### src/inc/qwp_pkg.sv
// Package for the quad wiper five-wire port: widths, reset values, codes.
// Assumes a single system clock on both ends of the link.
package qwp_pkg;
   localparam int          QWP_WIPER_W    = 6;
   localparam int          QWP_NUM_POTS   = 4;
   localparam int          QWP_WORD_W     = 8;
   localparam int          QWP_SEL_POS    = 6;
   localparam logic [5:0]  QWP_MID_SCALE  = 6'h20;
   localparam logic [5:0]  QWP_HIGH_END   = 6'h3F;
   localparam logic [5:0]  QWP_LOW_END    = 6'h00;
   localparam logic [3:0]  QWP_LAST_BIT   = 4'h7;
   localparam logic [3:0]  QWP_BIT_RESET  = 4'h0;
   // Link clock half period in system clock cycles (200 ns at 50 ns).
   localparam time         QWP_LINK_HALF_NS = 200;
   localparam time         QWP_CLK_NS       = 50;
   localparam logic [7:0]  QWP_HALF_CYC     =
      8'(QWP_LINK_HALF_NS / QWP_CLK_NS);
   typedef enum logic [1:0] {QWP_IDLE, QWP_LOW, QWP_HIGH, QWP_END} qwp_hst_t;
endpackage : qwp_pkg

### src/inc/qwp_if.sv
// Interface joining the controller end and the device end of the port.
// The link wires are plain one-way pins; no tristate is needed.
`timescale 1ns/1ns
interface qwp_if;
   logic window;
   logic dirRead;
   logic sclk;
   logic sdin;
   logic cascadeOut;
   modport device (input window, input dirRead, input sclk, input sdin,
                   output cascadeOut);
   modport host   (output window, output dirRead, output sclk,
                   output sdin, input cascadeOut);
endinterface : qwp_if

### src/hw/qwp_sync.sv
// Two flip-flop synchroniser for a pin from outside the clock domain.
// Assumes clk is the system clock; the output lags the pin by two edges.
`timescale 1ns/1ns
module qwp_sync (
   input  wire logic clk,
   input  wire logic reset_n,
   input  wire logic pin,
   output logic      synced
);
   logic meta_r;
   always_ff @(posedge clk) begin
      if (!reset_n) begin
         meta_r <= 1'b0;
         synced <= 1'b0;
      end else begin
         meta_r <= pin;
         synced <= meta_r;
      end
   end
endmodule : qwp_sync

### src/hw/qwp_device.sv
// Device end: four wiper registers loaded and read over the five-wire port.
// Assumes link pins are asynchronous to clk and sampled by synchronisers.
// Each link edge is seen three clk cycles late, so the link clock must stay
// well below a quarter of clk; the controller end runs at one eighth.
// Summary of operation
// - Four independent six-bit wiper registers.
// - Wipers reset to mid-scale 32.
// - 63 is high end, 0 low end.
// - Port active only while choice pin low.
// - Choice pin high disables five-wire functions.
// - Words move MSB first, eight bits each.
// - Top two bits select, low six position.
// - Window rising edge starts; active while high.
// - Controller settles direction before opening window.
// - Direction captured at window open.
// - Write: sample input on rising clock.
// - Load wiper at eighth clock falling edge.
// - One to four words, any order.
// - Window falling edge ends transaction.
// - Cascade output suppressed during writes.
// - Window low passes input to cascade.
// - Read: shift out after falling clock.
// - Read order pot 0 to 3, MSB first.
`timescale 1ns/1ns
module qwp_device
   import qwp_pkg::*;
#(
   parameter int NUM_POTS = QWP_NUM_POTS
) (
   input  wire logic                   clk,
   input  wire logic                   reset_n,
   qwp_if.device                       link,
   input  wire logic                   interfaceChoicePin,
   output logic [NUM_POTS*QWP_WIPER_W-1:0] wiperPos,
   output logic [NUM_POTS-1:0]          wiperAtHighEnd,
   output logic [NUM_POTS-1:0]          wiperAtLowEnd
);
   logic       winS;
   logic       dirS;
   logic       clkS;
   logic       dinS;
   logic       choiceS;

   logic       winD_r;
   logic       clkD_r;
   logic       active_r;
   logic       isRead_r;

   logic [7:0] shift_r;
   logic [3:0] bitCnt_r;
   logic [3:0] rdCnt_r;
   logic       loadPend_r;

   logic [1:0] readPot_r;
   logic [7:0] readSh_r;
   logic       dout_r;
   logic [QWP_WIPER_W-1:0] wiper_r [NUM_POTS];

   qwp_sync uWin (.clk(clk), .reset_n(reset_n), .pin(link.window),
                  .synced(winS));
   qwp_sync uDir (.clk(clk), .reset_n(reset_n), .pin(link.dirRead),
                  .synced(dirS));
   qwp_sync uClk (.clk(clk), .reset_n(reset_n), .pin(link.sclk),
                  .synced(clkS));
   qwp_sync uDin (.clk(clk), .reset_n(reset_n), .pin(link.sdin),
                  .synced(dinS));
   qwp_sync uPs  (.clk(clk), .reset_n(reset_n), .pin(interfaceChoicePin),
                  .synced(choiceS));

   // Edge detectors start at the idle low level of both pins, so no false
   // edge follows reset.
   wire winRise = winS & ~winD_r;
   wire clkRise = clkS & ~clkD_r;
   wire clkFall = ~clkS & clkD_r;
   // Port on only with choice pin low.
   wire portOn  = ~choiceS;

   always_ff @(posedge clk) begin
      if (!reset_n) begin
         winD_r <= 1'b0;
         clkD_r <= 1'b0;
      end else begin
         winD_r <= winS;
         clkD_r <= clkS;
      end
   end

   // Transaction start and hold.
   // A window that rises while the choice pin is high is never started.
   always_ff @(posedge clk) begin
      if (!reset_n) begin
         active_r <= 1'b0;
         isRead_r <= 1'b0;
      end else if (choiceS || !winS) begin
         active_r <= 1'b0;
      end else if (winRise) begin
         active_r <= 1'b1;
         isRead_r <= dirS;
      end
   end

   // Write bits on rising clock.
   // A full word raises loadPend_r and waits for the falling edge that loads.
   always_ff @(posedge clk) begin
      if (!reset_n || !active_r || choiceS) begin
         shift_r    <= 8'h00;
         bitCnt_r   <= QWP_BIT_RESET;
         loadPend_r <= 1'b0;
      end else if (!isRead_r && clkRise) begin
         shift_r  <= {shift_r[6:0], dinS};
         if (bitCnt_r == QWP_LAST_BIT) begin
            bitCnt_r   <= QWP_BIT_RESET;
            loadPend_r <= 1'b1;
         end else begin
            bitCnt_r <= bitCnt_r + 4'h1;
         end
      end else if (clkFall) begin
         loadPend_r <= 1'b0;
      end
   end

   always_ff @(posedge clk) begin
      if (!reset_n) begin
         for (int i = 0; i < NUM_POTS; i++) begin
            wiper_r[i] <= QWP_MID_SCALE;
         end
      end else if (active_r && loadPend_r && clkFall && portOn) begin
         // Each word picks its own pot.
         wiper_r[shift_r[7:QWP_SEL_POS]] <= shift_r[QWP_WIPER_W-1:0];
      end
   end

   // Read data shifts after falling clock.
   always_ff @(posedge clk) begin
      if (!reset_n) begin
         readPot_r <= 2'h0;
         readSh_r  <= 8'h00;
      end else if (winRise && dirS && !choiceS) begin
         // Start with pot 0, MSB first.
         readPot_r <= 2'h1;
         readSh_r  <= {2'h0, wiper_r[0]};
      end else if (active_r && isRead_r && clkFall) begin
         if (rdCnt_r == QWP_LAST_BIT) begin
            // Next word queued; after pot 3 the index wraps back to pot 0.
            readPot_r <= readPot_r + 2'h1;
            readSh_r  <= {readPot_r, wiper_r[readPot_r]};
         end else begin
            readSh_r <= {readSh_r[6:0], 1'b0};
         end
      end
   end

   // Read bits are counted on falling edges, apart from the write counter,
   // because a read never clocks the write shift register.
   always_ff @(posedge clk) begin
      if (!reset_n || !active_r) begin
         rdCnt_r <= QWP_BIT_RESET;
      end else if (isRead_r && clkFall) begin
         rdCnt_r <= (rdCnt_r == QWP_LAST_BIT) ? QWP_BIT_RESET
                                              : rdCnt_r + 4'h1;
      end
   end

   // Cascade output: idle pass-through, read data, or quiet during writes.
   // It is registered so the pin never glitches between the choices.
   always_ff @(posedge clk) begin
      if (!reset_n) begin
         dout_r <= 1'b0;
      end else if (choiceS) begin
         dout_r <= 1'b0;
      end else if (!winS) begin
         dout_r <= dinS;
      end else if (winRise && dirS) begin
         // First bit before first clock.
         // The pot 0 word begins with its zero index bits, so the first
         // bit is known before the shift register has loaded.
         dout_r <= 1'b0;
      end else if (active_r && isRead_r) begin
         dout_r <= readSh_r[7];
      end else begin
         dout_r <= 1'b0;
      end
   end
   assign link.cascadeOut = dout_r;

   // Four six-bit positions.
   // Flags are decoded from the registers so they follow every load at once.
   always_comb begin
      for (int i = 0; i < NUM_POTS; i++) begin
         wiperPos[i*QWP_WIPER_W +: QWP_WIPER_W] = wiper_r[i];
         wiperAtHighEnd[i] = (wiper_r[i] == QWP_HIGH_END);
         wiperAtLowEnd[i]  = (wiper_r[i] == QWP_LOW_END);
      end
   end
endmodule : qwp_device

### src/flat_wrapper.sv
// flat-port wrapper written by rule: the top's interface ports become plain ports
module qwp_device_flat import qwp_pkg::*;
#(
   parameter int NUM_POTS = QWP_NUM_POTS
)
  (clk, reset_n, interfaceChoicePin, wiperPos, wiperAtHighEnd, wiperAtLowEnd, link_window, link_dirRead, link_sclk, link_sdin, link_cascadeOut);
  qwp_if link_i ();
  input  wire logic clk;
  input  wire logic reset_n;
  input  wire logic interfaceChoicePin;
  output logic [NUM_POTS*QWP_WIPER_W-1:0] wiperPos;
  output logic [NUM_POTS-1:0] wiperAtHighEnd;
  output logic [NUM_POTS-1:0] wiperAtLowEnd;
  input wire logic [$bits(link_i.window)-1:0] link_window;
  input wire logic [$bits(link_i.dirRead)-1:0] link_dirRead;
  input wire logic [$bits(link_i.sclk)-1:0] link_sclk;
  input wire logic [$bits(link_i.sdin)-1:0] link_sdin;
  output wire logic [$bits(link_i.cascadeOut)-1:0] link_cascadeOut;
  assign link_i.window = link_window;
  assign link_i.dirRead = link_dirRead;
  assign link_i.sclk = link_sclk;
  assign link_i.sdin = link_sdin;
  assign link_cascadeOut = link_i.cascadeOut;
  qwp_device #(.NUM_POTS(NUM_POTS)) u_core (.clk(clk), .reset_n(reset_n), .link(link_i), .interfaceChoicePin(interfaceChoicePin), .wiperPos(wiperPos), .wiperAtHighEnd(wiperAtHighEnd), .wiperAtLowEnd(wiperAtLowEnd));
endmodule
### config.mk
export PLATFORM = sky130hd
export DESIGN_NAME = qwp_device_flat
export DESIGN_NICKNAME = d
export VERILOG_FILES = /design/src/inc/qwp_pkg.sv /design/src/inc/qwp_if.sv /design/src/hw/qwp_sync.sv /design/src/hw/qwp_device.sv /design/src/flat_wrapper.sv
export SDC_FILE = /design/constraint.sdc
export NUM_CORES = 1
export LEC_CHECK = 0
export ABC_AREA = 1
export BUFFER_PORTS_ARGS = -buffer_cell sky130_fd_sc_hd__buf_2
export CAP_MARGIN = 20
export CORE_ASPECT_RATIO = 2
export CORE_MARGIN = 1
export CORE_UTILIZATION = 50
export DETAILED_ROUTE_END_ITERATION = 6
export PLACE_DENSITY = 0.73
export SKIP_CTS_REPAIR_TIMING = 1
export SLEW_MARGIN = 20
export SYNTH_ARGS = -nofsm -noshare
export SYNTH_HDL_FRONTEND = slang
export SYNTH_HIERARCHICAL = 1
export SYNTH_SLANG_ARGS = --single-unit
export TNS_END_PERCENT = 20
### constraint.sdc
create_clock -name clk -period 1.6 [get_ports clk]
set_input_delay 0.08 -clock clk [delete_from_list [all_inputs] [get_ports clk]]
set_output_delay 0.08 -clock clk [all_outputs]
set_load 0.005 [all_outputs]
Word level (Yosys, flattened, before mapping)
Memory sizes are Yosys's and may differ from the RTL's.
Cells that the tools add are included.
{ "word_totals": {"output_inout_bits": 33, "input_bits": 7, "register_bits": 42, "mem_bits_rw": 24, "mem_count": 1} }
{ "op_classes": {"muxes": 21, "n_eq_ne": 7, "bitwise": 9, "n_reduce_logical": 32, "addsub": 3} }
{ "mem_list": {"columns": ["memory", "words", "width", "read_ports", "rd_clocked_by_memory_dff", "write_ports", "line_no", "rtl"], "rows": [
  ["u_core.wiper_r", 4, 6, 5, 0, 4, "qwp_device.sv:57", "logic [QWP_WIPER_W-1:0] wiper_r [NUM_POTS];"]
]} }
{ "op_table": {"columns": ["operator", "count"], "rows": [
  ["equality test 6 bit (second input constant)", 4],
  ["logical NOT 6 bit", 4],
  ["two-way mux 6 bit", 3],
  ["two-way mux 1 bit", 14],
  ["logical AND 1 bit", 9],
  ["adder 4 x 1 -> 4 bit (second input constant)", 2],
  ["equality test 4 x 3 -> 1 bit (second input constant)", 2],
  ["two-way mux 4 bit", 2],
  ["two-way mux 8 bit", 1],
  ["AND reduction 2 bit", 4],
  ["NOT 1 bit", 6],
  ["nonzero test 2 bit", 3],
  ["OR reduction 2 bit", 3],
  ["OR reduction 6 bit", 1],
  ["logical NOT 1 bit", 5],
  ["bitwise AND 1 bit", 3],
  ["logical OR 1 bit", 3],
  ["adder 2 x 1 -> 2 bit (second input constant)", 1],
  ["two-way mux 2 bit", 1],
  ["!= test 2 bit (second input constant)", 1]
]} }

Logic depth before layout (Yosys ltp)
{ "logic_depth": {"ltp_word": 9, "depth_mapped": 8} }

By module
The synthesis kept the hierarchy.
{ "by_module_without_submodules": {"columns": ["module", "seq_area_each_um2", "area_each_um2", "instances", "cells_each"], "rows": [
  ["qwp_device", 1361.3, 2755.1, 1, 349],
  ["qwp_sync", 40.0, 55.1, 5, 6]
]} }

Worst setup path before layout
Ideal clock, no wire load.
{ "synth_path": {"path_kind": "flip-flop to flip-flop", "from": "reg u_core.shift_r[7]", "to": "mem u_core.wiper_r[2][0] (enable)", "path_stages_with_launch": 5, "path_buffers": 0, "arrival_ns": 1.247, "path_slack_ns": -0.024, "path_cell_list": "dfxtp_1 -> inv_1 -> nor2_1 -> inv_1 -> o21ai_0"} }
{ "synth_lines": {"columns": ["item", "line_no", "rtl"], "rows": [
  ["from (decl)", "qwp_device.sv:49", "logic [7:0] shift_r;"],
  ["from (signal assigned)", "qwp_device.sv:110", "shift_r <= {shift_r[6:0], dinS};"],
  ["to (decl)", "qwp_device.sv:57", null]
]} }

==> impl_metrics.py <==
metrics = {
    "critical_path": {
        "worst_setup_path_end_kind": "flip-flop",
        "critPathRequiredTime_ns": 1.63,
        "slowest_delay_ns": 0.34,
        "cp_slowest_cell": "dfxtp_1",
        "crit_arrival_ns": 1.52,
        "ff2ff_path_depth": 8,
        "path_class": "reg2reg",
        "r2r_setup_slack_ns": 0.11,
        "crit_chain": "inv_1, nor2_2, nand2_2, nor2_4, inv_2, nor2_8, nand2_4, nand2_2",
        "crit_top_cell": "nand2_2",
        "r2r-end": "u_core/wiper_r[1][3]",
        "path_max_fanout": 6,
        "cp-start-kind": "flip-flop",
        "rr_startpoint": "u_core/clkD_r",
    },
    "sta": {
        "fin_crit_ns": 1.49,
        "tightest_slew_ns": 0.379,
        "hold_viol": 0,
        "post-route-worst-setup-slack_ns": 0.106,
        "hold_slack_ns": 0.190,
        "max-slew-margin-rel_pct": 74.7,
        "clock_skew_ns": 0.00560,
        "period_share_pct": 93.4,
        "slew_viol_final": 0,
        "max_freq_mhz": 669,
        "finalSetupViolCount": 0,
    },
    "finish": {
        "num_antenna_cells": 0,
        "layoutNonFillerInstCount": 506,
        "final_util_pct": 64.1,
        "multi_input_area_um2": 1220,
        "fillerInstances": 497,
        "finalInstanceArea_um2": 3690,
        "final-seq-area_um2": 1560,
        "syn_to_final_growth_pct": 21.8,
        "num-nets-final": 449,
        "drive_above_1_share_pct": 20.4,
    },
    "hold_path": {
        "whs_path_depth": 4,
        "hold_path.startpoint": "reset_n",
        "min_delay_worst_endpoint": "u_core/uDir/meta_r",
        "hold_class": "in2reg",
    },
    "power": {
        "p_per_area_nw_per_um2": 1010,
        "p_leak_uw": 0.00159,
        "ir_drop_mv": 0.874,
    },
    "floorplanning": {
        "dieWidth_um": 57.1,
        "core_area_um2": 5760,
        "floorplan.initialDensity_pct": 52.6,
        "die-area_um2": 6400,
        "die-height_um": 112,
        "ios": 40,
        "rows": 39,
    },
    "synthesis": {
        "yosysWarnings": 6,
        "synth-seq-cells": 66,
        "syn_nets": 388,
        "synth_cells": 379,
        "synthesis.area_um2": 3030,
        "ys_seq_area_share_pct": 51.5,
        "ys_types": 35,
        "syn_avg_cell_area_um2": 8.00,
    },
    "routing": {
        "drtIter0Drc": 238,
        "wl_mm": 6.98,
        "routed.top_layer": "met4",
        "dr.pass1.iters": 7,
        "via_per_inst": 5.34,
        "drc": 6,
        "dr_wl_met3_um": 212,
        "drt-wirelength-per-cell_um": 13.8,
        "drt-met1-wl_mm": 2.46,
        "vias": 2701,
        "met2WireLength_mm": 3.92,
        "drtAntennaViolNets": 0,
    },
    "clock_network": {
        "cts_root_buffer": "clkbuf_16",
        "cts_tree": "yes",
        "cts.htree.levels": 3,
        "clkTransAtPathRegs_ns": 0.06,
        "clk_latency_ns": 0.33,
        "numCtsBuffers": 9,
        "cts_sinks": 66,
        "clock_path_buffers": 2,
    },
    "grt": {
        "grt_max_degree": 18,
        "antenna_found_initial": 0,
        "grtUsageTotal_pct": 23.9,
        "grt_overflow": 0,
        "first_global_vias": 2503,
        "grt_pass1_wl_mm": 11.4,
    },
    "place": {
        "dp.cells": 483,
        "place_congestion": 0.993,
        "io_buffers": 39,
        "dp_hpwl_mm": 5.33,
        "placed_area_um2": 3350,
        "post-place-ws_ns": 0.0224,
    },
    "run_status": {
        "violations": "DRC",
        "status": "complete, but fails checks",
    },
    "job": {
        "max-cap-violations": 0,
    },
}
[power by group]
| group | internal (uW) | switching (uW) | leakage (uW) |
|---|---|---|---|
| Clock | 1040 | 706 | 0.000136 |
| Sequential | 1780 | 36.8 | 0.000577 |
| Combinational | 62.8 | 89.0 | 0.000877 |
[cell families (layout without fill, tap and decap cells)]
logic type	count (synthesis)	count (layout)	synth area share, %
AOI/OAI and AO/OA	42	42	7.60
xor gates and xnor gates	1	1	0.289
adders and majority gates	2	2	0.826
buffers and inverters	64	130	8.59
DFF	66	66	51.5
and+or+nand+nor	204	204	31.2
[synth_stat cells]
cell	number	share of area, %
o211a_1	1	0.33
nand4_1	5	1.0
inv_1	54	6.7
o31ai_1	1	0.25
buf_4	1	0.25
nor3_2	3	0.99
clkbuf_2	1	0.16
edfxtp_1	24	24
nand2_1	90	11
a31oi_1	1	0.21
ha_1	2	0.83
nor2_4	4	1.5
nor3b_1	1	0.25
buf_2	6	0.99
xor2_1	1	0.29
nor2_1	46	5.7
nor3_1	11	1.8
nand2_4	2	0.74
nand2_2	2	0.41
a211oi_1	1	0.25
and2_0	1	0.21
o21ai_1	1	0.16
nand3_1	32	5.3
or2_0	1	0.21
o21ai_0	10	1.7
buf_6	1	0.37
o21bai_1	1	0.25
nor2_8	1	0.66
o2111a_1	1	0.37
dfxtp_1	42	28
nor2_2	3	0.62
nand4_2	1	0.41
nor4_1	1	0.21
inv_2	1	0.12
a21oi_1	25	4.1
[cells in the final DEF (no fill, tap or decap), types with 4 or more instances in the layout]
cell type,Yosys,layout
edfxtp_1,24,24
a21oi_1,25,25
nand2_2,2,4
nand3_1,32,32
dlygate4sd3_1,0,5
buf_4,1,15
nor2_2,3,4
buf_2,6,39
clkbuf_16,0,9
o21ai_0,10,9
nor2_4,4,4
nand4_1,5,5
inv_1,54,54
nor2_1,46,45
nor3_1,11,11
dfxtp_1,42,42
nand2_1,90,88
[critical path, delay by kind of cell (launching register included)]
family        cells  cell delay (ns)
buf+inv           2             0.15
flops             1             0.34
simple gates      6             0.70
[through the flow]
| stage | power, uW | setup TNS (ns) |
|---|---|---|
| final | 3710 | 0 |
| after global routing | 3830 | -0.0570 |
| after CTS | 3730 | 0 |
| after detailed placement | 1990 | 0 |
| after global placement | 1990 | 0 |
| after floorplan | 1920 | 0 |
[state kept, by name (all words and copies together) (netlist names)]
name	count
u_core/uClk/meta_r	1
u_core/isRead_r	1
u_core/clkD_r	1
u_core/loadPend_r	1
u_core/uWin/synced	1
u_core/uWin/meta_r	1
u_core/uPs/meta_r	1
u_core/wiper_r	24
u_core/active_r	1
u_core/readSh_r	8
u_core/uDir/meta_r	1
u_core/uDin/meta_r	1
u_core/winD_r	1
u_core/shift_r	8
u_core/rdCnt_r	4
u_core/uPs/synced	1
u_core/uDin/synced	1
u_core/readPot_r	2
u_core/bitCnt_r	4
u_core/uDir/synced	1
u_core/link.cascadeOut	1
u_core/uClk/synced	1
[metal layers]
metal	global-route usage (%)	vias up
li1	-	1340
met1	23.4	1260
met2	43.1	74
met3	5.07	27
met4	16.3	0
met5	0	-
[worst max-delay path by stage]
| stage | from | to | slack [ns] |
|---|---|---|---|
| 2_1_floorplan | u_core/active_r | u_core/wiper_r[3][0] | 0.04 |
| 6_report | u_core/clkD_r | u_core/wiper_r[1][3] | 0.11 |
| 3_5_place_dp | u_core/clkD_r | u_core/wiper_r[0][3] | 0.02 |
| 5_1_grt | u_core/rdCnt_r[0] | u_core/readSh_r[4] | -0.02 |
| 3_3_place_gp | u_core/clkD_r | u_core/wiper_r[0][5] | 0.09 |
| 4_1_cts | u_core/clkD_r | u_core/wiper_r[0][2] | 0.003 |
[final cells by class]
class | count | share of cell area, %
inverter | 55 | 5.60
timing repair buffer | 59 | 9.70
tap | 61 | 2.07
multi-input combinational | 249 | 33.0
clock inverter | 7 | 1.19
clock buffer | 9 | 6.10
sequential | 66 | 42.3
Power figures use the tool's default switching activity.
